`src/core/csrb_pkg.sv`:
```
package csrb_pkg;
   // bus addressing, 8-bit form 0x12 carries 7-bit address 0x09
   localparam logic [7:0] SLAVE_ADDR8 = 8'h12;
   localparam logic [6:0] SLAVE_ADDR7 = SLAVE_ADDR8[7:1];
   // register offsets (command byte)
   localparam logic [7:0] REG_MODE  = 8'h12;
   localparam logic [7:0] REG_STAT  = 8'h13;
   localparam logic [7:0] REG_ICHG  = 8'h14;
   localparam logic [7:0] REG_VCHG  = 8'h15;
   localparam logic [7:0] REG_IIN   = 8'h3f;
   // reset values
   localparam logic [15:0] MODE_RST = 16'h0000;
   localparam logic [15:0] ICHG_RST = 16'h0000;
   localparam logic [15:0] VCHG_RST = 16'h0000;
   localparam logic [15:0] IIN_RST  = 16'h0000;
   // field layout
   localparam logic [15:0] VCHG_MASK   = 16'h7ffe;
   localparam int          CUR_LSB     = 7;
   localparam int          CUR_MSB     = 14;
   localparam int          MODE_LEARN  = 0;
   localparam int          STAT_VFAULT = 4;
   localparam int          STAT_BATT   = 6;
   localparam int          STAT_ADPT   = 7;
   // voltage decode bounds in mV
   localparam int V_PRE     = 9000;
   localparam int V_3C_LO   = 12000;
   localparam int V_3C_HI   = 14400;
   localparam int V_4C_LO   = 16000;
   localparam int V_4C_STEP = 25;
   localparam int V_CODE_MAX = 127;
   localparam logic [6:0] V_PRE_CODE = 7'h00;

   typedef enum logic [1:0] {RNG_OFF, RNG_PRE, RNG_3C, RNG_4C} csrb_rng_e;

   // settings handed to the regulation loops
   typedef struct packed {
      logic       chg_en;
      csrb_rng_e  rng;
      logic [6:0] vcode;
      logic [7:0] pack_current_converter_code;
      logic [7:0] supply_current_converter_code;
   } csrb_cfg_s;

   typedef struct packed {
      csrb_rng_e  rng;
      logic [6:0] code;
   } csrb_vdec_s;
endpackage

```
`src/core/csrb_charger_smbus_register_bank.sv`:
```
`timescale 1ns/10ps
module csrb_charger_smbus_register_bank
   import csrb_pkg::*;
(
   input  wire logic             clk_i,
   input  wire logic             rst_i,
   input  wire logic             ce_i,
   input  wire logic             scl_i,
   input  wire logic             sda_i,
   output logic                  sda_o,
   output logic                  sda_oe_o,
   output logic                  alert_o,
   output logic                  alert_oe_o,
   input  wire logic             adapter_det_i,
   output logic                  adapter_sel_o,
   output logic                  battery_sel_o,
   output csrb_pkg::csrb_cfg_s   chg_cfg_o
);
   import csrb_pkg::*;

   typedef enum logic [2:0] {S_IDLE, S_RX, S_RXACK, S_TX, S_TXACK, S_TXNEXT} csrb_st_e;

   // charge voltage word to range and per-cell code
   function automatic csrb_vdec_s volt_decode(input logic [15:0] w);
      int         v;
      int         c;
      csrb_vdec_s d;
      v = int'(w & VCHG_MASK);
      c = 0;
      d.rng = RNG_OFF;
      if (v >= V_4C_LO)
      begin
         d.rng = RNG_4C;
         c = (v - V_4C_LO) / V_4C_STEP;
      end
      else if (v >= V_3C_LO && v <= V_3C_HI)
      begin
         d.rng = RNG_3C;
         c = ((v - V_3C_LO) * 4) / 75;                    // 18.75 mV step
      end
      else if (v == V_PRE)
         d.rng = RNG_PRE;
      if (c > V_CODE_MAX)
         c = V_CODE_MAX;                                  // top clamps
      d.code = (d.rng == RNG_PRE) ? V_PRE_CODE : c[6:0];
      return d;
   endfunction

   // current word field, shared by both current registers
   function automatic logic [7:0] cur_code(input logic [15:0] w);
      return w[CUR_MSB:CUR_LSB];
   endfunction

   // pin synchronisers: scl, sda, adapter detect
   logic [2:0] sy1_reg, sy2_reg, sy3_reg, filt_reg, prev_reg;
   logic [2:0] filt_next;

   // a level counts once stages two and three agree
   always_comb
   begin
      for (int i = 0; i < 3; i++)
         filt_next[i] = (sy2_reg[i] == sy3_reg[i]) ? sy3_reg[i] : filt_reg[i];
   end

   always_ff @(posedge clk_i or posedge rst_i)
   begin
      if (rst_i)
      begin
         sy1_reg  <= 3'h3;
         sy2_reg  <= 3'h3;
         sy3_reg  <= 3'h3;
         filt_reg <= 3'h3;
         prev_reg <= 3'h3;
      end
      else if (ce_i)
      begin
         sy1_reg  <= {adapter_det_i, sda_i, scl_i};
         sy2_reg  <= sy1_reg;
         sy3_reg  <= sy2_reg;
         filt_reg <= filt_next;
         prev_reg <= filt_reg;
      end
   end

   logic scl_rise, scl_fall, bus_start, bus_stop, sda_f, adp_det;
   assign scl_rise  = filt_reg[0] & ~prev_reg[0];
   assign scl_fall  = ~filt_reg[0] & prev_reg[0];
   assign bus_start = filt_reg[0] & prev_reg[0] & prev_reg[1] & ~filt_reg[1];
   assign bus_stop  = filt_reg[0] & prev_reg[0] & ~prev_reg[1] & filt_reg[1];
   assign sda_f     = filt_reg[1];
   assign adp_det   = filt_reg[2];

   // register file state
   logic [15:0] mode_reg, ichg_reg, vchg_reg, iin_reg, stat_reg;
   logic [15:0] mode_next, ichg_next, vchg_next, iin_next, stat_next;
   logic        alert_reg, alert_next;
   csrb_cfg_s   cfg_reg, cfg_next;

   // bus engine state
   csrb_st_e    st_reg, st_next;
   logic [3:0]  bc_reg, bc_next;
   logic [7:0]  sh_reg, sh_next, cmd_reg, cmd_next, lo_reg, lo_next;
   logic [1:0]  idx_reg, idx_next;
   logic        rw_reg, rw_next, drv_reg, drv_next, hi_reg, hi_next;
   logic        wr_pulse, rd_done;
   logic [15:0] rd_word;

   // read mux, unmapped commands read as zero
   always_comb
   begin
      unique case (cmd_reg)
         REG_MODE: rd_word = mode_reg;
         REG_STAT: rd_word = stat_reg;
         REG_ICHG: rd_word = ichg_reg;
         REG_VCHG: rd_word = vchg_reg;
         REG_IIN:  rd_word = iin_reg;
         default:  rd_word = 16'h0000;
      endcase
   end

   // byte engine: write-word and read-word, low byte first
   always_comb
   begin
      st_next  = st_reg;
      bc_next  = bc_reg;
      sh_next  = sh_reg;
      cmd_next = cmd_reg;
      lo_next  = lo_reg;
      idx_next = idx_reg;
      rw_next  = rw_reg;
      drv_next = drv_reg;
      hi_next  = hi_reg;
      wr_pulse = 1'b0;
      rd_done  = 1'b0;
      if (bus_start)
      begin
         st_next  = S_RX;                                 // repeated start too
         bc_next  = 4'h0;
         idx_next = 2'h0;
         drv_next = 1'b0;
      end
      else if (bus_stop)
      begin
         st_next  = S_IDLE;
         drv_next = 1'b0;
      end
      else
      begin
         unique case (st_reg)
            S_IDLE: ;
            S_RX:
            begin
               if (scl_rise)
               begin
                  sh_next = {sh_reg[6:0], sda_f};
                  bc_next = bc_reg + 4'h1;
               end
               else if (scl_fall && bc_reg == 4'h8)
               begin
                  bc_next  = 4'h0;
                  st_next  = S_RXACK;
                  drv_next = 1'b1;
                  if (idx_reg != 2'h3)
                     idx_next = idx_reg + 2'h1;
                  unique case (idx_reg)
                     2'h0:
                     begin
                        rw_next = sh_reg[0];
                        if (sh_reg[7:1] != SLAVE_ADDR7)
                        begin
                           st_next  = S_IDLE;             // not ours, stay silent
                           drv_next = 1'b0;
                        end
                     end
                     2'h1: cmd_next = sh_reg;
                     2'h2: lo_next = sh_reg;
                     2'h3: wr_pulse = 1'b1;               // no check byte expected
                  endcase
               end
            end
            S_RXACK:
            begin
               if (scl_fall)
               begin
                  drv_next = 1'b0;
                  st_next  = S_RX;
                  if (rw_reg)
                  begin
                     st_next  = S_TX;
                     sh_next  = rd_word[7:0];
                     hi_next  = 1'b0;
                     drv_next = ~rd_word[7];
                  end
               end
            end
            S_TX:
            begin
               if (scl_fall)
               begin
                  if (bc_reg == 4'h7)
                  begin
                     st_next  = S_TXACK;
                     bc_next  = 4'h0;
                     drv_next = 1'b0;
                  end
                  else
                  begin
                     sh_next  = {sh_reg[6:0], 1'b0};
                     drv_next = ~sh_reg[6];
                     bc_next  = bc_reg + 4'h1;
                  end
               end
            end
            S_TXACK:
            begin
               if (scl_rise)
               begin
                  if (hi_reg)
                  begin
                     rd_done = (cmd_reg == REG_STAT);     // read of status is complete
                     st_next = S_IDLE;                    // no third byte
                  end
                  else if (sda_f)
                     st_next = S_IDLE;                    // host gave up after one byte
                  else
                     st_next = S_TXNEXT;
               end
            end
            S_TXNEXT:
            begin
               if (scl_fall)
               begin
                  st_next  = S_TX;
                  sh_next  = rd_word[15:8];
                  hi_next  = 1'b1;
                  drv_next = ~rd_word[15];
               end
            end
         endcase
      end
   end

   always_ff @(posedge clk_i or posedge rst_i)
   begin
      if (rst_i)
      begin
         st_reg  <= S_IDLE;
         bc_reg  <= 4'h0;
         sh_reg  <= 8'h00;
         cmd_reg <= 8'h00;
         lo_reg  <= 8'h00;
         idx_reg <= 2'h0;
         rw_reg  <= 1'b0;
         drv_reg <= 1'b0;
         hi_reg  <= 1'b0;
      end
      else if (ce_i)
      begin
         st_reg  <= st_next;
         bc_reg  <= bc_next;
         sh_reg  <= sh_next;
         cmd_reg <= cmd_next;
         lo_reg  <= lo_next;
         idx_reg <= idx_next;
         rw_reg  <= rw_next;
         drv_reg <= drv_next;
         hi_reg  <= hi_next;
      end
   end

   // registers, decode, source selection and alert
   // settings only change on host writes; no timeout clears them
   always_comb
   begin
      csrb_vdec_s vd;
      logic       adp_conn;
      vd        = volt_decode(vchg_reg);
      mode_next = mode_reg;
      ichg_next = ichg_reg;
      vchg_next = vchg_reg;
      iin_next  = iin_reg;
      if (wr_pulse)
      begin
         unique case (cmd_reg)
            REG_MODE: mode_next = {sh_reg, lo_reg};
            REG_ICHG: ichg_next = {sh_reg, lo_reg};
            REG_VCHG: vchg_next = {sh_reg, lo_reg};
            REG_IIN:  iin_next  = {sh_reg, lo_reg};
            default: ;                                    // status and unmapped ignore writes
         endcase
      end
      // learn mode overrides an attached adapter
      adp_conn  = adp_det & ~mode_reg[MODE_LEARN];
      stat_next = 16'h0000;
      stat_next[STAT_ADPT]   = adp_conn;
      stat_next[STAT_BATT]   = ~adp_conn;
      // zero setpoint is the reset default, not a fault
      stat_next[STAT_VFAULT] = (vd.rng == RNG_OFF) && (vchg_reg != 16'h0000);
      cfg_next.rng   = vd.rng;
      cfg_next.vcode = vd.code;
      cfg_next.pack_current_converter_code   = cur_code(ichg_reg);
      cfg_next.supply_current_converter_code = cur_code(iin_reg);
      // status reads never gate charging
      cfg_next.chg_en = (vd.rng != RNG_OFF)
                        && (cur_code(ichg_reg) != 8'h00)
                        && (cur_code(iin_reg) != 8'h00);
      // a change in the same cycle as the read wins
      alert_next = (stat_next != stat_reg) | (alert_reg & ~rd_done);
   end

   always_ff @(posedge clk_i or posedge rst_i)
   begin
      if (rst_i)
      begin
         mode_reg  <= MODE_RST;
         ichg_reg  <= ICHG_RST;
         vchg_reg  <= VCHG_RST;
         iin_reg   <= IIN_RST;
         stat_reg  <= 16'h0000;
         alert_reg <= 1'b0;
         cfg_reg   <= '0;
      end
      else if (ce_i)
      begin
         mode_reg  <= mode_next;
         ichg_reg  <= ichg_next;
         vchg_reg  <= vchg_next;
         iin_reg   <= iin_next;
         stat_reg  <= stat_next;
         alert_reg <= alert_next;
         cfg_reg   <= cfg_next;
      end
   end

   // open-drain pins only ever pull low
   assign sda_o         = 1'b0;
   assign sda_oe_o      = drv_reg;
   assign alert_o       = 1'b0;
   assign alert_oe_o    = alert_reg;
   assign adapter_sel_o = stat_reg[STAT_ADPT];
   assign battery_sel_o = stat_reg[STAT_BATT];
   assign chg_cfg_o     = cfg_reg;
endmodule

```
`config.mk`:
```
export PLATFORM = sky130hd
export DESIGN_NAME = csrb_charger_smbus_register_bank
export DESIGN_NICKNAME = d
export VERILOG_FILES = /design/src/core/csrb_pkg.sv /design/src/core/csrb_charger_smbus_register_bank.sv
export SDC_FILE = /design/constraint.sdc
export NUM_CORES = 1
export LEC_CHECK = 0
export ABC_AREA = 1
export BUFFER_PORTS_ARGS = -buffer_cell sky130_fd_sc_hd__clkbuf_2
export CORE_AREA = 2 2 156 158
export CTS_BUF_LIST = sky130_fd_sc_hd__clkbuf_16
export DETAILED_ROUTE_END_ITERATION = 7
export DIE_AREA = 0 0 158 160
export GPL_ROUTABILITY_DRIVEN = 1
export PLACE_DENSITY = 0.74
export SYNTH_ARGS = -nofsm -noshare
export SYNTH_HDL_FRONTEND = slang
export SYNTH_SLANG_ARGS = --single-unit
```
`constraint.sdc`:
```
create_clock -name clk_i -period 12.4 [get_ports clk_i]
set_input_delay 1.86 -clock clk_i [delete_from_list [all_inputs] [get_ports clk_i]]
set_output_delay 1.86 -clock clk_i [all_outputs]
set_load 0.02 [all_outputs]
```
==> impl_metrics.toml, run 1 <==
[finish]
final_cell_area_um2 = 14970
final_cell_count_no_fill = 2586
drive_gt1_share_pct = 13.13
area.growth.synth_to_final_pct = 7.337
fin_nets = 2282
n_antenna_cell = 0
largest_reg_flops = 26

[clock_tree]
clkLatencyLatePin_ps = 420
tritoncts = "built"
htreeDepth = 4
max-clock-path-buffers = 2
cts.clk_slew.worst_paths_ps = 70
cts_root_buf = "clkbuf_16"
cts_sinks = 144
cts_buffers = 17

[critical_path]
crit_type = "flip-flop to flip-flop"
slowest_stage = "dfrtp_1"
crit_arrival_ps = 11500
reg2regPathDepth = 82
max_stage_delay_ps = 570
cp-start-kind = "flip-flop"
cpMostUsedCell = "nand2_1"
crit_required_ps = 12710
cp_max_fo = 13
end_kind = "flip-flop"

[timing]
worst_slew_pin_slew_ps = 1078
drv_slew = 0
hold_viol = 0
setup_viol = 0
tns_ps = 0
maxSlewHeadroom_pct = 27.88
whs_ps = 469.0
fin_crit_ps = 11190
max_freq_mhz = 89.35
min_period_over_period_pct = 90.26
rsz0062_at_grt = "false"
clock_skew_ps = 8.461

[synth]
synthCells = 2231
synth_commonest_cells = "nand2_1 (756), inv_1 (251), nand3_1 (191)"
seq_area_frac_synth_pct = 25.92
synthFlopType = "dfrtp_1"
syn-cell-area_um2 = 13950
yosysTopAreaCellShare_pct = 24.04
postSynthAreaPerCell_um2 = 6.253
yosysWarnings = 0
yosys-top-cells-area = "dfrtp_1 (24%), nand2_1 (20%), nand3_1 (6.9%)"
synthArstFlopShare_pct = 100.0
yosys.area.top_type = "dfrtp_1"
synth_most_common_cell = "nand2_1"
synth-edff-count = 0
ys_seq_elements = 144
yosysUniqueCellTypes = 67

[drt]
remaining_drc_errors = 0
postRouteAntennaNets = 0
drtIter0Drc = 1233
vias = 14460
first_pass_iters = 5
wl_per_cell_um = 15.13
wirelength_um = 39130
viasPerCell = 5.590

[grt]
grt_max_degree = 87
antenna_found_initial = 0
overflow = 0
grt_pass1_wl_um = 64290
grt_pass1_vias = 13210
grtUsageTotal_pct = 31.11

[place]
placed_area_um2 = 14260
placed_cells = 2546
hpwl_um = 29850
portBuffers = 35
place_congestion = 0.9561

[floorplan]
top_level_ports = 38
die_y_um = 160
num_rows = 57
start_util_pct = 58.57
core-area_um2 = 23820
dieArea_um2 = 25280
die_x_um = 158

[job]
drv_cap = 0

[hold_path]
hold_depth = 2
min_path_type = "flip-flop to flip-flop"

[pwr]
finalPower_uw = 1278
p_leak_uw = 0.008114
ir_drop_mv = 0.1297
powerDensity_nw_per_um2 = 85.32

[run_status]
status = "complete, no violations"
final timing paths:
| path | startpoint | end | slack (ps) |
|---|---|---|---|
| worst max-delay path | vchg_reg[1] | chg_cfg_o[17] | 1210 |
| worst min-delay path | chg_cfg_o[8] | chg_cfg_o[8] | 470 |
| worst max register to register | vchg_reg[1] | chg_cfg_o[17] | 1210 |
| worst min register to register | chg_cfg_o[8] | chg_cfg_o[8] | 470 |
| max in group asynchronous | rst_i | vchg_reg[5] | 9500 |
| min in group asynchronous | rst_i | bc_reg[0] | 1560 |
where the power goes:
part | switching, µW | internal [µW]
Sequential | 26.3 | 507
Clock | 213 | 277
Combinational | 189 | 64.4
Total | 429 | 849
worst max-delay path: cells and delay by family (launching register included):
| kind | cells | cell delay (ps) |
|---|---|---|
| buffers and inverters | 7 | 700 |
| XOR/XNOR | 1 | 220 |
| AO/OA/AOI/OAI | 4 | 960 |
| AND/OR/NAND/NOR | 67 | 7950 |
| flip-flops | 1 | 570 |
| adder cells (fa/ha/maj) | 3 | 660 |
kinds of logic (layout without fill, tap and decap cells):
| family | count (synthesis) | in the layout | share of synthesized area (%) |
|---|---|---|---|
| AND/OR/NAND/NOR | 1347 | 1347 | 44.62 |
| adder cells (fa/ha/maj) | 27 | 27 | 2.421 |
| AO/OA/AOI/OAI | 315 | 315 | 13.34 |
| flip-flops | 144 | 144 | 25.92 |
| buffers and inverters | 345 | 375 | 10.25 |
| other | 1 | 2 | 0.02688 |
| XOR/XNOR | 52 | 52 | 3.426 |
metrics by stage:
step	setup WS [ps]	utilization [%]
finish	1208	62.86
floorplan	3176	-
CTS	637.7	62.23
global placement	777.8	59.89
detailed placement	698.7	59.89
global route	2.480	62.86
placed cells by master (no fill, tap or decap), types with 12 or more instances in the layout:
cell type	netlist	final
nand3_1	191	191
inv_1	251	250
xor2_1	40	39
ha_1	27	26
clkbuf_16	0	17
nor2_2	13	15
nor3_1	22	21
nand2_2	65	67
inv_2	35	34
a21oi_1	49	48
clkbuf_2	0	35
o21ai_0	160	160
nor2_1	160	158
dfrtp_1	134	131
nand2_1	756	754
nor2_4	14	14
nand2_4	15	14
o211ai_1	14	14
nand3_2	24	20
o21ai_1	14	12
o22ai_1	12	12
buf_4	9	13
nand4_1	61	61
timing repair:
action / in CTS / in global routing
buffers inserted: 0 / 8
endpoints found under the setup margin: 0 / 7
resized for setup: 0 / 21
hold buffers: 0 / 0
per-layer routing:
layer,GRT usage [%],vias to the layer above,share of wire [%]
met5,0,-,0
met4,10.89,0,2.9
met3,2.687,79,4.4
met1,40.74,6668,44
met2,53.72,437,49
li1,-,7271,-
final cells by class:
cell class              count  area (µm²)
clock inverters            15       133.9
fillers                  2388        8846
flip-flops and latches    144        3620
repair buffers             48       272.8
clock buffers              17       425.4
inverters                 295        1120
multi-input cells        1743        8997
well taps                 324       405.4
(Power assumes the default switching activity.)
==> inputs of run 2 (changes only) <==
CORE_AREA = 2 2 132 186   (was 2 2 156 158)
DIE_AREA = 0 0 134 188   (was 0 0 158 160)
==> run 2 against run 1 <==
Compared with the run above:
- wire length is 3.2% higher
- sequential share of layout area hardly changed
- hold slack better by 3.4 ps
- non-clock buffer count is 7 lower
- via count is 0.30% lower
- critical endpoint unchanged
- largest cell class unchanged
- largest power group is now the clock network
==> impl_metrics.toml, run 2 (same netlist as run 1, synthesis figures left out) <==
[finish]
final_cell_area_um2 = 14970
mostFrequentLayoutCell = "nand2_1"
final_cell_count_no_fill = 2564
final-seq-area_um2 = 3621
area.growth.synth_to_final_pct = 7.319
multiInputGateArea_um2 = 8997
n_antenna_cell = 0
fin_nets = 2275
most-common-layout-cells = "nand2_1 (755), inv_1 (251), nand3_1 (191)"
drive_gt1_share_pct = 12.69
num-fill-cells = 2273
largest_reg_flops = 26

[clock_tree]
cts_buffers = 17
cts_setup_buffers = 0
cts_sinks = 144
cts_root_buf = "clkbuf_16"
clkLatencyLatePin_ps = 430
cts.hold.buffers_added = 0
tritoncts = "built"
post_cts_resized = 0
max-clock-path-buffers = 2
cts.clk_slew.worst_paths_ps = 60
htreeDepth = 4

[timing]
rsz0062_at_grt = "false"
min_period_over_period_pct = 89.00
clock_skew_ps = 6.831
worst_slew_pin_slew_ps = 1103
drv_slew = 0
hold_viol = 0
max_freq_mhz = 90.62
tns_ps = 0
fin_crit_ps = 11040
maxSlewHeadroom_pct = 26.19
setup_viol = 0

[run_status]
status = "complete, no violations"

[critical_path]
cp-start-kind = "flip-flop"
end_kind = "flip-flop"
cpMostUsedCell = "nand2_1"
crit_arrival_ps = 11350
max_stage_delay_ps = 490
crit_type = "flip-flop to flip-flop"
cp_max_fo = 25
crit_required_ps = 12710
slowest_stage = "dfrtp_2"
rrSetupSlack_ps = 1360

[place]
placed_cells = 2533
placed_area_um2 = 14250
place_congestion = 0.9621
portBuffers = 35
hpwl_um = 31340

[pwr]
ir_drop_mv = 0.2168
p_int_uw = 923.7
p_seq_share_pct = 40.2
powerDensity_nw_per_um2 = 89.05
p_comb_share_pct = 18.7
netSwitchingFraction_pct = 30.72
p_leak_uw = 0.008128
clkPwrFrac_pct = 41.2
finalPower_uw = 1333
switchingPower_uw = 409.5

[floorplan]
core-area_um2 = 23560
num_rows = 67
dieArea_um2 = 25190
die_y_um = 188
die_x_um = 134
start_util_pct = 59.22
top_level_ports = 38

[drt]
drt-met1-wl_um = 15630
postRouteAntennaNets = 0
met3_length_um = 1365
top_layer_used = "met4"
remaining_drc_errors = 0
viasPerCell = 5.621
first_pass_iters = 8
drtIter0Drc = 1001
met2_length_um = 21130
wirelength_um = 40370
wl_per_cell_um = 15.75
vias = 14410

[grt]
grtUsageTotal_pct = 32.32
antenna_found_initial = 0
overflow = 0
grt_max_degree = 97
grt_pass1_wl_um = 66460
grt_pass1_vias = 13880

[job]
drv_cap = 0

[hold_path]
min_path_type = "flip-flop to flip-flop"
-- run 2: changes by cell type in the layout (fill, tap and decap cells not counted), sizes merged --
cell | before | now
bufinv | 1 | 5
clkinvlp | 3 | 1
clkinv | 14 | 13
inv | 292 | 290
buf | 13 | 6
-- run 2: critical path: cells and delay by family (launching register included) --
| kind | cells | cell delay, ps |
|---|---|---|
| AOI/OAI and AO/OA | 6 | 970 |
| xor gates and xnor gates | 1 | 290 |
| DFF | 1 | 490 |
| and+or+nand+nor | 63 | 7220 |
| adders and majority gates | 5 | 1030 |
| buffers and inverters | 9 | 860 |
-- run 2: power by group through the flow --
stage | Combinational [µW] | Clock, µW | Sequential (µW)
6_report | 249 | 549 | 535
5_1_grt | 275 | 571 | 539
4_1_cts | 244 | 550 | 534
3_5_place_dp | 241 | 0 | 542
3_3_place_gp | 239 | 0 | 540
2_1_floorplan | 163 | 0 | 537
-- run 2: layout make-up --
cell class              instances  area share [%]
multi-input cells            1743           60.10
well taps                     310           2.591
repair buffers                 41           1.496
inverters                     295           7.471
flip-flops and latches        144           24.19
clock inverters                14           1.320
clock buffers                  17           2.841
-- run 2: layer usage --
layer | vias up | global-route usage (%)
li1 | 7249 | -
met1 | 6658 | 35.68
met2 | 373 | 60.26
met3 | 132 | 2.866
met4 | 0 | 17.64
met5 | - | 0
-- run 2: per-stage QoR --
step / util [%] / setup WS, ps / hold slack [ps]
after floorplan: - / 3176 / 447.6
after global placement: 60.51 / 1116 / 456.0
after detailed placement: 60.51 / 999.0 / 462.0
after CTS: 63.16 / 958.1 / 470.9
after global routing: 63.56 / 24.44 / 499.7
final: 63.56 / 1365 / 472.4
-- run 2: final timing paths --
check / cells after the start / endpoint / start
min: 2 / sy3_reg[0] / sy3_reg[0]
max: 84 / chg_cfg_o[17] / vchg_reg[5]
min reg2reg: 2 / sy3_reg[0] / sy3_reg[0]
min in group asynchronous: 2 / iin_reg[11] / rst_i
max reg2reg: 84 / chg_cfg_o[17] / vchg_reg[5]
max in group asynchronous: 3 / vchg_reg[9] / rst_i
==> inputs of run 3 (changes only) <==
clock period = 13.15 ns   (was 12.4 ns; I/O delays follow)
==> run 3 against run 2 <==
Compared with the run above:
- flip-flop and latch count stayed put
- sequential power fell by 6.0%
- non-clock buffer count is the same
- worst setup slack better by 240 ps
- via count is 0.12% higher
- wire length decreased by 1.4%
- hold slack worse by 5.1 ps
- die area is the same
==> impl_metrics.toml, run 3 (same netlist as run 1, synthesis figures left out) <==
[critical_path]
reg2reg_from = "vchg_reg[5]"
rrSetupSlack_ps = 1600
reg2regPathDepth = 82
crit_arrival_ps = 11860
critical_path_buf_inv_count = 9
cpMostUsedCell = "nand2_1"
cp_max_fo = 12
timing.rr.end = "chg_cfg_o[22]"
max_stage_delay_ps = 590
crit_required_ps = 13460
crit_family = "simple AND/OR/NAND/NOR gates"
end_kind = "flip-flop"
cp-start-kind = "flip-flop"
crit_type = "flip-flop to flip-flop"
slowest_stage = "dfrtp_1"

[finish]
n_antenna_cell = 0
largest_reg_flops = 26
num-fill-cells = 2318
mostFrequentLayoutCell = "nand2_1"
area.growth.synth_to_final_pct = 6.000
multiInputGateArea_um2 = 8914
most-common-layout-cells = "nand2_1 (756), inv_1 (253), nand3_1 (191)"
fin_nets = 2275
final-seq-area_um2 = 3616
drive_gt1_share_pct = 12.20

[clock_tree]
cts_root_buf = "clkbuf_16"
cts_setup_buffers = 0
cts.clk_slew.worst_paths_ps = 60
clkLatencyLatePin_ps = 430
max-clock-path-buffers = 2
post_cts_resized = 0
cts_buffers = 17
htreeDepth = 4
cts_sinks = 144
tritoncts = "built"
cts.hold.buffers_added = 0

[timing]
setup_viol = 0
max_freq_mhz = 86.59
tns_ps = 0
fin_crit_ps = 11550
rsz0062_at_grt = "false"
drv_slew = 0
setup_ws_ps = 1601
min_period_over_period_pct = 87.82
hold_viol = 0
maxSlewHeadroom_pct = 31.14
clock_skew_ps = 10.79
worst_slew_pin_slew_ps = 1030

[grt]
overflow = 0
grt_max_degree = 100
grtUsageTotal_pct = 31.94
antenna_found_initial = 0
grt_pass1_vias = 13890
grt_pass1_wl_um = 65920

[drt]
wirelength_um = 39790
remaining_drc_errors = 0
vias = 14430
wl_per_cell_um = 15.51
drtIter0Drc = 978
first_pass_iters = 5
postRouteAntennaNets = 0
viasPerCell = 5.626

[hold_path]
hold_depth = 2
min_path_type = "flip-flop to flip-flop"
holdCritStartpoint = "sy3_reg[0]"
hold_end = "sy3_reg[0]"

[pwr]
p_leak_uw = 0.008074
ir_drop_mv = 0.1498
powerDensity_nw_per_um2 = 79.54

[floorplan]
top_level_ports = 38
start_util_pct = 59.22
dieArea_um2 = 25190
die_y_um = 188
die_x_um = 134
core-area_um2 = 23560
num_rows = 67

[place]
hpwl_um = 31450
place_ws_ps = 1710
portBuffers = 35
place_congestion = 0.9724

[run_status]
status = "complete, no violations"

[job]
drv_cap = 0
-- run 3: changes by cell type in the layout (fill, tap and decap cells not counted), moves of 2 or more --
cell | previous run | this run
bufinv_16 | 5 | 1
clkinv_1 | 11 | 9
dfrtp_2 | 4 | 0
dfrtp_1 | 130 | 134
nand3_2 | 20 | 24
nand3_4 | 10 | 6
o21ai_1 | 12 | 14
clkinvlp_4 | 1 | 4
inv_1 | 251 | 253
clkinv_2 | 1 | 4
-- run 3: worst max path at each step --
stage                    endpoint  cells past startpoint  slack [ps]   startpoint
floorplan           chg_cfg_o[16]                     90        3930  vchg_reg[1]
global placement    chg_cfg_o[16]                     82        1900  vchg_reg[6]
detailed placement  chg_cfg_o[22]                     82        1710  vchg_reg[5]
CTS                 chg_cfg_o[20]                     82        1690  vchg_reg[5]
global route        chg_cfg_o[20]                     84         140  vchg_reg[6]
finish              chg_cfg_o[22]                     82        1600  vchg_reg[5]
-- run 3: stage by stage --
stage | util [%] | hold WS [ps] | cells | power (µW) | cell area (µm²)
final | 62.78 | 467.3 | 2565 | 1176 | 14790
after global routing | 62.78 | 488.4 | 2565 | 1222 | 14790
after CTS | 62.78 | 468.6 | 2565 | 1177 | 14790
after detailed placement | 60.51 | 460.8 | 2533 | 737.4 | 14250
after global placement | 60.51 | 456.0 | 2533 | 736.6 | 14250
after floorplan | - | 447.6 | 2232 | 659.6 | 13950
-- run 3: power breakdown --
part / internal [µW] / total [µW] / switching, µW
sequential: 479 / 503 / 24.6
combinational: 60.6 / 231 / 171
clock: 255 / 442 / 187
-- run 3: final cells by class --
type                    count  share of cell area, %
multi-input cells        1743                  60.28
flip-flops and latches    144                  24.45
inverters                 295                  7.556
clock buffers              17                  2.877
well taps                 310                  2.623
repair buffers             41                  1.489
clock inverters            15                 0.7276
-- run 3: per-layer routing --
| metal | vias to the layer above | part of all wire (%) | GRT usage [%] |
|---|---|---|---|
| met3 | 120 | 3.2 | 2.433 |
| li1 | 7262 | - | - |
| met4 | 0 | 5.2 | 16.65 |
| met5 | - | 0 | 0 |
| met2 | 411 | 53 | 60.87 |
| met1 | 6637 | 38 | 34.67 |
-- run 3: worst register-to-register path, delay by kind of cell (launching register included) --
kind	cells	cell delay [ps]
adders and majority gates	5	1060
buffers and inverters	9	790
AOI/OAI and AO/OA	8	1590
and+or+nand+nor	59	7150
xor gates and xnor gates	1	280
DFF	1	590
